File: src/design/spi_cmd_map.vh
`ifndef SPI_CMD_MAP_VH
`define SPI_CMD_MAP_VH

// token codes, right aligned ascii, unused upper bytes zero
`define TOK_SPI        32'h00535049
`define TOK_CHAN_ONE   32'h00434831
`define TOK_CHAN_TWO   32'h00434832
`define TOK_IL_FIRST   32'h42524548
`define TOK_IL_SECOND  32'h4252454c
`define TOK_IH_FIRST   32'h41464548
`define TOK_IH_SECOND  32'h4146454c
`define TOK_CS_LOW     32'h0000004c
`define TOK_CS_HIGH    32'h00000048
`define TOK_READ       32'h00000052
`define TOK_GENERAL    32'h00434d44
`define TOK_CONTROL    32'h4354524c

// token lengths
`define LEN_ONE        3'h1
`define LEN_TWO        3'h2
`define LEN_THREE      3'h3
`define LEN_FOUR       3'h4
`define LEN_MAX        3'h7

// separators and digit ranges
`define ASC_SPACE      8'h20
`define ASC_LF         8'h0a
`define ASC_CR         8'h0d
`define ASC_DIG_LO     8'h30
`define ASC_DIG_HI     8'h39
`define ASC_UPA        8'h41
`define ASC_UPF        8'h46
`define ASC_LOA        8'h61
`define ASC_LOF        8'h66
`define HEX_ALPHA_OFS  8'h0a

// decimal accumulation
`define DEC_TEN        12'h00a
`define DEC_MAX        12'h0ff

// mode codes {cpol, cpha}
`define MODE_IL_FIRST  2'h0
`define MODE_IL_SECOND 2'h1
`define MODE_IH_FIRST  2'h2
`define MODE_IH_SECOND 2'h3

// byte transfer
`define HALF_FIRST     4'h0
`define HALF_LAST      4'hf
`define READ_FILL      8'h00
`define CTRL_RESET     8'h00
`define RX_RESET       8'h00

// command buffer
`define FIFO_WIDTH     8
`define FIFO_DEPTH     16
`define FIFO_AW        4

`endif

File: src/design/spi_command_adapter.v
// Overview of operation
// - spi commands open with the spi keyword
// - second token picks channel one or two
// - third token picks one of four modes
// - low and high tokens drive chip select
// - read token reads byte, hex token writes
// - idle low, sample rising, first edge
// - idle low, sample falling, second edge
// - idle high, sample falling, first edge
// - idle high, sample rising, second edge
// - general commands open with general keyword
// - control word sets eight pins, msb pin eight
`include "spi_cmd_map.vh"
`default_nettype none

module cmd_fifo #(
  parameter WIDTH = `FIFO_WIDTH,
  parameter DEPTH = `FIFO_DEPTH,
  parameter AW    = `FIFO_AW
) (
  input  wire             ref_clk,
  input  wire             rst,
  input  wire             ce,
  input  wire             in_valid,
  input  wire [WIDTH-1:0] in_data,
  output reg              in_ready,
  output reg              out_valid,
  output wire [WIDTH-1:0] out_data,
  input  wire             out_ready
);
  localparam [AW:0]   FULL = DEPTH;
  localparam [AW:0]   NONE = 0;
  localparam [AW:0]   ONE  = 1;
  localparam [AW-1:0] STEP = 1;
  reg  [WIDTH-1:0] mem_q [0:DEPTH-1];
  reg  [AW-1:0]    wr_q;
  reg  [AW-1:0]    rd_q;
  reg  [AW:0]      cnt_q;
  reg  [AW:0]      cnt_d;
  wire             push = in_valid & in_ready;
  wire             pop  = out_valid & out_ready;

  assign out_data = mem_q[rd_q];

  always @* begin
    cnt_d = cnt_q;
    if (push & ~pop)
      cnt_d = cnt_q + ONE;
    else if (pop & ~push)
      cnt_d = cnt_q - ONE;
  end

  always @(posedge ref_clk) begin
    if (rst) begin
      wr_q      <= {AW{1'b0}};
      rd_q      <= {AW{1'b0}};
      cnt_q     <= NONE;
      in_ready  <= 1'b1;
      out_valid <= 1'b0;
    end else if (ce) begin
      if (push) begin
        mem_q[wr_q] <= in_data;
        wr_q        <= wr_q + STEP;
      end
      if (pop)
        rd_q <= rd_q + STEP;
      cnt_q     <= cnt_d;
      // flags registered from the next count, so both stay honest
      in_ready  <= (cnt_d != FULL);
      out_valid <= (cnt_d != NONE);
    end
  end
endmodule // cmd_fifo

module spi_command_adapter #(
  parameter FIFO_DEPTH = `FIFO_DEPTH,
  parameter FIFO_AW    = `FIFO_AW
) (
  input  wire       ref_clk,
  input  wire       rst,
  input  wire       ce,
  input  wire       cmd_valid,
  input  wire [7:0] cmd_data,
  output wire       cmd_ready,
  input  wire       link_clk,
  input  wire [1:0] miso,
  output reg  [1:0] sclk,
  output reg  [1:0] mosi,
  output reg  [1:0] cs_n,
  output reg  [7:0] ctrl_pins,
  output reg  [7:0] rd_data,
  output reg        rd_valid,
  output reg        busy,
  output reg        cmd_err
);
  localparam [6:0] ST_FIRST  = 7'h01;
  localparam [6:0] ST_CHAN   = 7'h02;
  localparam [6:0] ST_MODE   = 7'h04;
  localparam [6:0] ST_XFER   = 7'h08;
  localparam [6:0] ST_GENOP  = 7'h10;
  localparam [6:0] ST_GENVAL = 7'h20;
  localparam [6:0] ST_SKIP   = 7'h40;

  function [4:0] hex_val;
    input [7:0] c;
    reg   [7:0] up_t;
    reg   [7:0] lo_t;
    begin
      // letters worked out in eight bits, then cut to a nibble on purpose
      up_t = c - `ASC_UPA + `HEX_ALPHA_OFS;
      lo_t = c - `ASC_LOA + `HEX_ALPHA_OFS;
      if (c >= `ASC_DIG_LO && c <= `ASC_DIG_HI)
        hex_val = {1'b1, c[3:0]};
      else if (c >= `ASC_UPA && c <= `ASC_UPF)
        hex_val = {1'b1, up_t[3:0]};
      else if (c >= `ASC_LOA && c <= `ASC_LOF)
        hex_val = {1'b1, lo_t[3:0]};
      else
        hex_val = 5'h00;
    end
  endfunction

  wire       fifo_valid;
  wire [7:0] ch;
  wire       take = fifo_valid & ~busy;

  cmd_fifo #(.WIDTH(`FIFO_WIDTH), .DEPTH(FIFO_DEPTH), .AW(FIFO_AW)) u_fifo (
    .ref_clk   (ref_clk),
    .rst       (rst),
    .ce        (ce),
    .in_valid  (cmd_valid),
    .in_data   (cmd_data),
    .in_ready  (cmd_ready),
    .out_valid (fifo_valid),
    .out_data  (ch),
    .out_ready (~busy)
  );

  // link clock and miso cross into ref_clk through two flops
  reg        lk_s1_q, lk_s2_q, lk_s3_q;
  reg  [1:0] miso_s1_q, miso_s2_q;
  wire       tick = lk_s2_q ^ lk_s3_q;

  reg  [6:0]  st_q, st_d;
  reg  [31:0] tok_q;
  reg  [2:0]  len_q;
  reg  [7:0]  dec_q;
  reg         dec_ok_q;
  reg         chan_q;
  reg  [1:0]  cpol_q, cpha_q;
  reg  [7:0]  tx_q, rx_q;
  reg  [3:0]  half_q;
  reg         rd_op_q;
  reg         a_cs_lo, a_cs_hi, a_rd, a_wr, a_mode, a_ctrl, a_err, a_chan, chan_pick;
  reg  [1:0]  mode_pick;

  wire        is_eol = (ch == `ASC_LF) || (ch == `ASC_CR);
  wire        is_sep = (ch == `ASC_SPACE) || is_eol;
  wire        eval   = take & is_sep & (len_q != 3'h0);
  wire [4:0]  hx_hi  = hex_val(tok_q[15:8]);
  wire [4:0]  hx_lo  = hex_val(tok_q[7:0]);
  wire        is_hex = (len_q == `LEN_TWO) & hx_hi[4] & hx_lo[4];
  wire        is_dec = dec_ok_q & (len_q <= `LEN_THREE);
  wire [4:0]  dg     = hex_val(ch);
  wire [11:0] dec_nx = {4'h0, dec_q} * `DEC_TEN + {8'h00, dg[3:0]};
  wire        cpol_c = cpol_q[chan_q];
  wire        cpha_c = cpha_q[chan_q];
  wire        lead   = ~half_q[0];
  wire        samp   = lead ^ cpha_c;
  wire [7:0]  rx_nx  = samp ? {rx_q[6:0], miso_s2_q[chan_q]} : rx_q;
  wire [7:0]  wr_byte = {hx_hi[3:0], hx_lo[3:0]};
  wire [7:0]  ld_byte = a_rd ? `READ_FILL : wr_byte;

  always @* begin
    st_d = st_q;
    {a_cs_lo, a_cs_hi, a_rd, a_wr, a_mode, a_ctrl, a_err, a_chan} = 8'h00;
    chan_pick = chan_q;
    mode_pick = `MODE_IL_FIRST;
    if (eval) begin
      case (st_q)
        ST_FIRST: begin
          if (tok_q == `TOK_SPI && len_q == `LEN_THREE)
            st_d = ST_CHAN;
          else if (tok_q == `TOK_GENERAL && len_q == `LEN_THREE)
            st_d = ST_GENOP;
          else begin
            a_err = 1'b1;
            st_d  = ST_SKIP;
          end
        end
        ST_CHAN: begin
          a_chan = 1'b1;
          st_d   = ST_MODE;
          if (tok_q == `TOK_CHAN_ONE && len_q == `LEN_THREE)
            chan_pick = 1'b0;
          else if (tok_q == `TOK_CHAN_TWO && len_q == `LEN_THREE)
            chan_pick = 1'b1;
          else begin
            a_chan = 1'b0;
            a_err  = 1'b1;
            st_d   = ST_SKIP;
          end
        end
        ST_MODE: begin
          a_mode = len_q == `LEN_FOUR;
          if (tok_q == `TOK_IL_FIRST)
            mode_pick = `MODE_IL_FIRST;
          else if (tok_q == `TOK_IL_SECOND)
            mode_pick = `MODE_IL_SECOND;
          else if (tok_q == `TOK_IH_FIRST)
            mode_pick = `MODE_IH_FIRST;
          else if (tok_q == `TOK_IH_SECOND)
            mode_pick = `MODE_IH_SECOND;
          else
            a_mode = 1'b0;
          a_err = ~a_mode;
          st_d  = a_mode ? ST_XFER : ST_SKIP;
        end
        ST_XFER: begin
          if (tok_q == `TOK_CS_LOW && len_q == `LEN_ONE)
            a_cs_lo = 1'b1;
          else if (tok_q == `TOK_CS_HIGH && len_q == `LEN_ONE)
            a_cs_hi = 1'b1;
          else if (tok_q == `TOK_READ && len_q == `LEN_ONE)
            a_rd = 1'b1;
          else if (is_hex)
            a_wr = 1'b1;
          else begin
            a_err = 1'b1;
            st_d  = ST_SKIP;
          end
        end
        ST_GENOP: begin
          if (tok_q == `TOK_CONTROL && len_q == `LEN_FOUR)
            st_d = ST_GENVAL;
          else begin
            a_err = 1'b1;
            st_d  = ST_SKIP;
          end
        end
        ST_GENVAL: begin
          a_ctrl = is_dec;
          a_err  = ~is_dec;
          st_d   = ST_SKIP;
        end
        ST_SKIP: st_d = ST_SKIP;
        default: st_d = ST_FIRST;
      endcase
    end
    if (take & is_eol) begin
      if (st_d == ST_CHAN || st_d == ST_MODE || st_d == ST_GENOP || st_d == ST_GENVAL)
        a_err = 1'b1;
      st_d = ST_FIRST;
    end
  end

  always @(posedge ref_clk) begin
    if (rst) begin
      lk_s1_q   <= 1'b0;
      lk_s2_q   <= 1'b0;
      lk_s3_q   <= 1'b0;
      miso_s1_q <= 2'h0;
      miso_s2_q <= 2'h0;
      st_q      <= ST_FIRST;
      tok_q     <= 32'h00000000;
      len_q     <= 3'h0;
      dec_q     <= 8'h00;
      dec_ok_q  <= 1'b1;
      chan_q    <= 1'b0;
      cpol_q    <= 2'h0;
      cpha_q    <= 2'h0;
      sclk      <= 2'h0;
      mosi      <= 2'h0;
      cs_n      <= 2'h3;
      ctrl_pins <= `CTRL_RESET;
      tx_q      <= 8'h00;
      rx_q      <= `RX_RESET;
      half_q    <= `HALF_FIRST;
      rd_op_q   <= 1'b0;
      rd_data   <= `RX_RESET;
      rd_valid  <= 1'b0;
      busy      <= 1'b0;
      cmd_err   <= 1'b0;
    end else if (ce) begin
      lk_s1_q   <= link_clk;
      lk_s2_q   <= lk_s1_q;
      lk_s3_q   <= lk_s2_q;
      miso_s1_q <= miso;
      miso_s2_q <= miso_s1_q;
      st_q      <= st_d;
      cmd_err   <= a_err;
      rd_valid  <= 1'b0;
      if (take) begin
        if (is_sep) begin
          tok_q    <= 32'h00000000;
          len_q    <= 3'h0;
          dec_q    <= 8'h00;
          dec_ok_q <= 1'b1;
        end else begin
          tok_q <= {tok_q[23:0], ch};
          if (len_q != `LEN_MAX)
            len_q <= len_q + `LEN_ONE;
          // digits only; any other character or over 255 spoils the value
          if (ch >= `ASC_DIG_LO && ch <= `ASC_DIG_HI && dec_nx <= `DEC_MAX)
            dec_q <= dec_nx[7:0];
          else
            dec_ok_q <= 1'b0;
        end
      end
      if (a_chan)
        chan_q <= chan_pick;
      if (a_mode) begin
        cpol_q[chan_q] <= mode_pick[1];
        cpha_q[chan_q] <= mode_pick[0];
        sclk[chan_q]   <= mode_pick[1];
      end
      // only a chip select token moves cs; bytes leave it alone
      if (a_cs_lo)
        cs_n[chan_q] <= 1'b0;
      if (a_cs_hi)
        cs_n[chan_q] <= 1'b1;
      if (a_ctrl)
        ctrl_pins <= dec_q;
      if (a_rd | a_wr) begin
        busy    <= 1'b1;
        half_q  <= `HALF_FIRST;
        rd_op_q <= a_rd;
        if (cpha_c) begin
          tx_q <= ld_byte;
        end else begin
          mosi[chan_q] <= ld_byte[7];
          tx_q         <= {ld_byte[6:0], 1'b0};
        end
      end else if (busy & tick) begin
        // one link clock edge per sclk half period
        sclk[chan_q] <= ~sclk[chan_q];
        half_q       <= half_q + 4'h1;
        rx_q         <= rx_nx;
        if (~samp && half_q != `HALF_LAST) begin
          mosi[chan_q] <= tx_q[7];
          tx_q         <= {tx_q[6:0], 1'b0};
        end
        if (half_q == `HALF_LAST) begin
          busy <= 1'b0;
          if (rd_op_q) begin
            rd_data  <= rx_nx;
            rd_valid <= 1'b1;
          end
        end
      end
    end
  end
endmodule // spi_command_adapter

`default_nettype wire

File: config.mk
export PLATFORM = sky130hd
export DESIGN_NAME = spi_command_adapter
export DESIGN_NICKNAME = d
export VERILOG_FILES = /design/src/design/spi_command_adapter.v
export VERILOG_INCLUDE_DIRS = /design/src /design/src/design
export SDC_FILE = /design/constraint.sdc
export NUM_CORES = 1
export LEC_CHECK = 0
export BUFFER_PORTS_ARGS = -buffer_cell sky130_fd_sc_hd__buf_2
export CORE_MARGIN = 10
export CORE_UTILIZATION = 50
export CTS_CLUSTER_SIZE = 40
export DETAILED_ROUTE_END_ITERATION = 8
export GPL_TIMING_DRIVEN = 0
export PLACE_DENSITY = 0.66
export SYNTH_ARGS = -nofsm -noshare
export SYNTH_HDL_FRONTEND = slang
export SYNTH_SLANG_ARGS = --single-unit
export TNS_END_PERCENT = 100
File: constraint.sdc
create_clock -name ref_clk -period 12.75 [get_ports ref_clk]
set_input_delay 1.275 -clock ref_clk [delete_from_list [all_inputs] [get_ports ref_clk]]
set_output_delay 1.275 -clock ref_clk [all_outputs]
set_load 0.03 [all_outputs]
# Yosys cells after proc, flatten, opt, wreduce, memory -nomap -nowiden
# Memories as Yosys holds them, arrays and structs flattened. A register that Yosys moved wholly into a read port is not among the register bits.
# Index checks and enable logic that the tools add are counted.
[op_classes] add_sub_neg=19 multipliers=1 order_cmp=22 eq_ne=36 mux=131 n_bitwise=26 reduce_logical=49
[op_table] op="equality test 32 x 31 -> 1 bit, second input constant" n=5
[op_table] op="equality test 32 x 23 -> 1 bit, second input constant" n=4
[op_table] op="equality test 32 x 7 -> 1 bit, second input constant" n=3
[op_table] op="two-way mux 7 bit" n=12
[op_table] op="two-way mux 1 bit" n=66
[op_table] op="two-way mux 8 bit" n=8
[op_table] op=">= comparator 8 x 7 -> 1 bit, second input constant" n=6
[op_table] op="less-or-equal comparator 8 x 7 -> 1 bit, second input constant" n=6
[op_table] op="one-hot mux 7 bit (6 select lines)" n=1
[op_table] op="two-way mux 5 bit" n=8
[op_table] op="two-way mux 2 bit" n=19
[op_table] op="two-way mux 32 bit" n=1
[op_table] op="two-way mux 4 bit" n=7
[op_table] op="adder 4 bit, second input constant" n=6
[op_table] op=">= comparator 8 x 6 -> 1 bit, second input constant" n=3
[op_table] op="less-or-equal comparator 8 x 6 -> 1 bit, second input constant" n=3
[op_table] op="subtractor 4 x 1 -> 4 bit, second input constant" n=6
[op_table] op="logical AND 1 bit" n=20
[op_table] op="AND reduction 3 bit" n=6
[op_table] op="equality test 8 x 4 -> 1 bit, second input constant" n=2
[op_table] op="equality test 7 x 2 -> 1 bit, second input constant" n=2
[op_table] op="equality test 7 x 3 -> 1 bit, second input constant" n=2
[op_table] op="equality test 7 x 5 -> 1 bit, second input constant" n=2
[op_table] op="equality test 7 x 6 -> 1 bit, second input constant" n=2
[op_table] op="41 further kinds" n=84
[word_totals] regBits=122 ram_bits=128 in_bits=15 out_inout_bits=26 wordCells=314 memories=1
[mem_list] memory="u_fifo.mem_q" depth=16 word_bits=8 read_ports=1 rd_clocked_by_memory_dff=1 write_ports=1 line_no="spi_command_adapter.v:35" source="reg [WIDTH-1:0] mem_q [0:DEPTH-1];"

# Depth between registers and ports, before layout
# Gate-level depths: netlist of run 1.
[logic_depth] word_depth=19 ltp_mapped=23 depth_no_buf=20

# Modules after synthesis
# A second synthesis of run 1 with hierarchy kept.
[unflattened] hier_cells=1088 hier_area_um2=12037.8
[by_module_without_submodules] mod="spi_command_adapter" n_inst=1 cells_each=776 area_each_um2=6150.9 seq_area_each_um2=2142.1
[by_module_without_submodules] mod="cmd_fifo" n_inst=1 cells_each=312 area_each_um2=5886.9 seq_area_each_um2=4224.1

# Worst setup path after synthesis of run 1
# OpenSTA, ideal clock, no wires.
[synth_timing] path_kind="flip-flop to flip-flop" start="reg (tool-made name)" end="reg dec_q[4]" setup_ns=0.130 t_arrival_ns=5.005 t_required_ns=12.620 slack_ns=7.615 path_stages_with_launch=22 path_buffers=2 synth_period_minus_slack_ns=5.135 path_cell_list="dfxtp_1 > buf_2 > buf_1 > mux4_2 > mux4_2 > inv_1 > ha_1 > inv_1 > o311ai_0 > nor2_1 > o21ai_0 > o31ai_1 > ha_1 > a21o_1 > a21oi_1 > nor3b_1 > nand3b_1 > mux2i_1 > o2111ai_1 > nor2_1 > mux2i_1 > nor2_1"
[synth_rtl] item="end signal: assignment" line_no="spi_command_adapter.v:305" source="dec_q <= dec_nx[7:0];"
[synth_rtl] item="end: declaration" line_no="spi_command_adapter.v:147" source="reg [7:0] dec_q;"

==> metrics.csv, run 1 <==
stage;metric;value;unit
critical_path;reg-to-reg endpoint;dec_q[6];
synthesis;Synth Area in Adders;4.64;%
detailed_routing;initial drt markers;678;
power;PD cells;135;nW/um2
cts;worst skew pair latency;0.56;ns
synthesis;Synth Area in XOR/XNOR;1.87;%
final_layout;commonest non-fill, non-tap cell in the layout;edfxtp_1;
die;core box area;24100;um2
global_route;total track usage;18.9;%
cts;post_cts resized;0;
synthesis;Post-synth ARST share;0;%
cts;CTS tree;built;
synthesis;mux share of post-synthesis cell area;9.87;%
place;RePlAce Congestion;0.949;
synthesis;Mapped Nets;1189;
critical_path;Req. time, crit path;13.15;ns
global_route;antenna violations before repair;0;
detailed_routing;antenna viol nets, final;0;
die;die height;176;um
synthesis;sequential area share after synthesis;52.3;%
die;Chip Width;176;um
die;Core Rows;57;
synthesis;Mean Syn Cell Area;10.8;um2
cts;Post-CTS Repair Setup Buffers;0;
synthesis;largest family of logic cells by synthesized area;simple AND/OR/NAND/NOR gates;
critical_path;reg2reg setup slack;6.41;ns
die;starting density of the core;50.5;%
cts;Clock Sinks;254;
synthesis;Mapped Area;12200;um2
cts;H-tree depth;1;
final_layout;most frequent cells in the layout;edfxtp_1, dfxtp_1, nor2_1;
timing;Fin Setup TNS;0;ns
synthesis;distinct cell type count after synthesis;77;
timing;Slew Limit Fails;0;
final_layout;layout cells sized above 1;11.9;%
synthesis;Main synth FF type;edfxtp_1;
synthesis;flop and latch count out of synthesis;254;
global_route;first-pass GRT wire length;47.6;mm
timing;Tcrit/Tclk final;49.7;%
cts;Longest Clk Path Bufs;3;
final_layout;# diodes;0;
detailed_routing;1st-pass router iterations;6;
timing;Fin. Hold Viols;0;
critical_path;Worst R2R Path Depth;21;
global_route;GR Overflow Total;0;
synthesis;number of synthesized flops with an enable pin;128;
place;# port buffers;38;
power;VDD IR max;118;uV
die;I/O pins;41;
detailed_routing;via count;8972;
synthesis;Cells after Synth;1130;
timing;final clock skew;0.0197;ns
cts;# hold bufs at CTS;0;
detailed_routing;Residual DRC;0;
final_layout;area grow syn2layout;13.1;%
critical_path;type of origin of the critical path;register;
synthesis;Post-Synth Simple-Gate Area;17.0;%
detailed_routing;DRT Wirelength;30.0;mm
worst_hold_path;Hold WC Path Type;reg2reg;
final_layout;Nets;1258;
timing;Worst slew margin;24.1;%
synthesis;warnings from Yosys;0;
timing;unrepaired setup endpoints after global routing;false;
status;outcome;completed;
critical_path;arrival time of the worst setup path;6.75;ns
power;Leak;4.80;nW
timing;setup violators final;0;
timing;hold slack;0.450;ns
place;post-DP HPWL;21.3;mm
cts;Worst-path clk slew;0.06;ns
timing;post-layout min period;6.34;ns
global_route;largest net degree at the start of global routing;17;
die;Die Area;31000;um2
run;MaxCap Viol Count;0;
critical_path;CP Capture Type;register;
cts;Root Buffer;clkbuf_16;
synthesis;Compound-Gate Fraction of Synth Area;11.2;%
timing;FMAX;158;MHz
timing;worst slew pin tran;1.13;ns
detailed_routing;drt via density;5.81;
power;total power;1.86;mW
critical_path;WS Path Type;reg2reg;
critical_path;crit path capture;dec_q[6];
critical_path;crit-path max FO;10;
detailed_routing;Avg WL per Cell;19.4;um
global_route;vias in the first global route;8626;
cts;TritonCTS Buffers;28;
-- critical path, cell delays in order, from the launching register on --
cell       delay [ns]
dfxtp_1          0.49
buf_2            0.34
buf_1            0.54
mux4_2           0.45
mux4_2           0.60
inv_1            0.12
ha_1             0.18
inv_1            0.10
o311ai_0         0.80
nor2_1           0.08
o21ai_0          0.24
o31ai_1          0.11
ha_1             0.31
a21o_1           0.12
a21oi_1          0.10
nor3b_1          0.33
nand3b_1         0.14
mux2i_1          0.17
o2111ai_1        0.23
nor2_1           0.45
mux2i_1          0.23
nor2_1           0.05
-- flip-flops by register name, summed over array words and instances, names as in the netlist, 5 cells and up, named ones only --
signal and count:
ctrl_pins 8, dec_q 8, rd_data 8, rx_q 8
st_q 7, tok_q 32, tx_q 8, u_fifo.cnt_q 5
u_fifo.mem_q 128
-- metrics by stage --
| stage | setup slack, ns | util, % | cell area (um2) | cells |
|---|---|---|---|---|
| after global placement | 6.55 | 53.0 | 12800 | 1492 |
| final | 6.41 | 57.1 | 13800 | 1543 |
| after detailed placement | 6.42 | 53.1 | 12800 | 1493 |
| after CTS | 6.34 | 57.1 | 13800 | 1543 |
| after floorplan | 7.62 | - | 12200 | 1130 |
| after global routing | 5.88 | 57.1 | 13800 | 1543 |
-- worst min path at each step --
stage                     cells past startpoint      start   endpoint
after floorplan                               1   dec_ok_q   dec_ok_q
after global placement                        2  tok_q[28]  tok_q[28]
after detailed placement                      2  tok_q[28]  tok_q[28]
after CTS                                     2  tok_q[28]  tok_q[28]
after global routing                          2  tok_q[28]  tok_q[28]
final                                         2  tok_q[28]  tok_q[28]
-- layer usage --
layer | up-vias | GRT usage, % | wire (um) | share of wire, %
li1 | 4324 | - | - | -
met1 | 4348 | 25.3 | 13100 | 44
met2 | 244 | 31.0 | 14300 | 48
met3 | 56 | 2.86 | 1590 | 5.3
met4 | 0 | 6.32 | 930 | 3.1
met5 | - | 0 | 0 | 0
-- synthesized netlist by cell type (5+ instances only) --
library cell,n,area (um2)
inv_1,32,120
a2111oi_0,5,43.8
nor4_1,15,93.8
a21o_1,9,67.6
and3_1,5,31.3
ha_1,42,526
nor3b_1,6,45.0
xor2_1,13,114
mux4_2,34,766
nand3_1,51,255
and2_1,7,43.8
xnor2_1,13,114
edfxtp_1,128,3840
clkbuf_1,43,161
a21oi_1,94,470
buf_1,8,30.0
a211oi_1,8,60.1
nand2_1,111,417
nand2b_1,7,43.8
nand4_1,17,106
o211ai_1,5,37.5
nor2b_1,13,81.3
dfxtp_1,126,2520
nor2_1,124,465
o21ai_0,35,175
mux2i_1,39,390
or3_1,6,37.5
a22oi_1,15,113
nor3_1,23,115
nor4b_1,8,70.1
-- layout make-up --
cell class | count | area, um2
plain buffers | 59 | 259
repair buffers | 39 | 195
clock inverters | 15 | 248
well taps | 324 | 405
clock buffers | 35 | 737
multi-input cells | 785 | 5450
flip-flops and latches | 254 | 6370
inverters | 32 | 120
fillers | 2103 | 10300
-- power breakdown --
part / internal [mW] / switching [mW] / total [mW]
logic: 0.0460 / 0.0799 / 0.126
clock network: 0.531 / 0.331 / 0.862
registers: 0.866 / 0.00932 / 0.875
-- logic make-up (layout without fill, tap and decap cells) --
kind of cell	after synthesis	after routing
AO/OA/AOI/OAI	217	217
XOR/XNOR	26	26
adder cells (fa/ha/maj)	44	44
buffers and inverters	91	180
flip-flops	254	254
multiplexers	77	77
AND/OR/NAND/NOR	421	421
No activity file was read; power rests on OpenSTA's default activity.
==> run 2, diff against run 1 <==
==> constraint.sdc (replaced) <==
create_clock -name ref_clk -period 5.9 [get_ports ref_clk]
set_input_delay 0.59 -clock ref_clk [delete_from_list [all_inputs] [get_ports ref_clk]]
set_output_delay 0.59 -clock ref_clk [all_outputs]
set_load 0.03 [all_outputs]
==> metrics.csv, run 2 (synthesis gave the netlist of run 1 again) <==
stage;metric;value;unit
status;outcome;completed;
critical_path;type of origin of the critical path;register;
power;Leak;4.82;nW
timing;final setup margin;0.402;ns
detailed_routing;initial drt markers;683;
final_layout;area grow syn2layout;13.6;%
final_layout;layout cells sized above 1;12.5;%
critical_path;arrival time of the worst setup path;5.90;ns
power;PD cells;291;nW/um2
die;I/O pins;41;
power;P_int;3.12;mW
run;MaxCap Viol Count;0;
timing;Tcrit/Tclk final;93.2;%
cts;# hold bufs at CTS;0;
worst_hold_path;Hold Path Origin;miso[1];
final_layout;max reg flops;128;
global_route;largest net degree at the start of global routing;20;
timing;unrepaired setup endpoints after global routing;false;
global_route;first-pass GRT wire length;47.5;mm
critical_path;WS Path Type;reg2reg;
cts;Longest Clk Path Bufs;3;
place;RePlAce Congestion;0.949;
place;post-DP HPWL;21.3;mm
detailed_routing;1st-pass router iterations;5;
final_layout;biggest regs;u_fifo.mem_q: 128 flops, tok_q: 32 flops;
critical_path;CP Capture Type;register;
die;Chip Width;176;um
die;starting density of the core;50.5;%
timing;setup violators final;0;
cts;Worst-path clk slew;0.06;ns
power;sequential share of power;46.9;%
detailed_routing;drt via density;5.82;
final_layout;most frequent cells in the layout;edfxtp_1, dfxtp_1, nor2_1;
cts;worst skew pair latency;0.56;ns
timing;Slew Limit Fails;0;
die;core box area;24100;um2
detailed_routing;via count;8991;
die;die height;176;um
detailed_routing;antenna viol nets, final;0;
cts;Root Buffer;clkbuf_16;
power;sw power;0.910;mW
global_route;vias in the first global route;8616;
final_layout;final core occ;57.4;%
global_route;total track usage;18.9;%
cts;CTS tree;built;
power;Comb pwr share;6.8;%
final_layout;Largest Register;u_fifo.mem_q;
final_layout;# diodes;0;
final_layout;commonest non-fill, non-tap cell in the layout;edfxtp_1;
timing;post-layout min period;5.50;ns
detailed_routing;DRT Wirelength;29.9;mm
critical_path;Req. time, crit path;6.30;ns
cts;TritonCTS Buffers;28;
power;VDD IR max;254;uV
final_layout;# fillers;2095;
power;total power;4.03;mW
critical_path;crit-path max cell delay;0.60;ns
timing;worst slew pin tran;1.14;ns
power;clock share of power;46.2;%
timing;Fin Setup TNS;0;ns
place;# port buffers;38;
timing;Fin. Hold Viols;0;
timing;FMAX;182;MHz
power;Sw Ratio;22.6;%
cts;Clock Sinks;254;
global_route;antenna violations before repair;0;
die;Die Area;31000;um2
critical_path;crit-path max FO;10;
timing;Worst slew margin;23.6;%
die;Core Rows;57;
global_route;GR Overflow Total;0;
critical_path;Critical Path Slowest Stage Cell;mux4_2;
worst_hold_path;Hold WC Path Type;in2reg;
detailed_routing;Residual DRC;0;
detailed_routing;Avg WL per Cell;19.3;um
cts;H-tree depth;1;
place;pre-CTS setup slack;-0.426;ns
final_layout;Nets;1261;
critical_path;CP cell instances;buf_6 -> buf_6 -> buf_4 -> mux4_2 -> mux4_2 -> inv_1 -> ha_1 -> inv_1 -> o311ai_2 -> nor2_1 -> o21ai_0 -> o31ai_1 -> ha_1 -> a21o_1 -> a21oi_1 -> nor3b_2 -> nand3b_1 -> mux2i_1 -> o2111ai_1 -> a21o_2 -> a22oi_1 -> nor2_1;
timing;final clock skew;0.0201;ns
timing;hold slack;0.281;ns
## run 2: worst max-delay path: cells and delay by family, from the launching register on
kind            cells  cell delay, ns
mux                 3            1.36
buf+inv             5            0.82
compound gates      8            2.02
flops               1            0.32
fa+ha+maj           2            0.46
simple gates        4            0.34
## run 2: path summary, 6_finish.rpt
kind / end / slack [ns] / depth (start not counted)
setup / recovery: dec_q[7] / 0.40 / 22
hold / removal: miso_s1_q[1] / 0.28 / 3
setup reg to reg: dec_q[7] / 0.40 / 22
hold reg to reg: tok_q[28] / 0.45 / 2
## run 2: cell type report
class,count,area (um2),area share [%]
buffer,58,258,1.86
clock inverter,15,248,1.79
clock buffer,35,737,5.33
multi-input combinational,785,5470,39.5
sequential,254,6370,46.0
timing repair buffer,43,225,1.63
inverter,32,120,0.869
tap,324,405,2.93
## run 2: through the flow
stage,instance area [um2],std cells
3_5_place_dp,12800,1493
2_1_floorplan,12200,1130
3_3_place_gp,12800,1492
4_1_cts,13800,1542
6_report,13800,1546
5_1_grt,13800,1546
## run 2: repair_timing
item                                    CTS  global route
endpoints found under the setup margin    8             8
setup buffers                             0             4
pin swaps                                 0             2
resized for setup                         1             6
hold endpoints to repair                  0             0
## run 2: power groups by stage
stage	clock (mW)	combinational (mW)	sequential, mW
after global routing	1.96	0.303	1.89
after global placement	0	0.267	1.93
after detailed placement	0	0.271	1.93
after floorplan	0	0.192	1.92
final	1.86	0.275	1.89
after CTS	1.89	0.273	1.89
## run 2: layer usage
layer  track usage, %  share of wire, %  up-vias  wire (um)
met5                0                 0        -          0
met4             6.32               3.2        0        950
met3             2.86               5.2       58       1550
met2             30.9                47      266      14200
met1             25.2                44     4336      13200
li1                 -                 -     4331          -
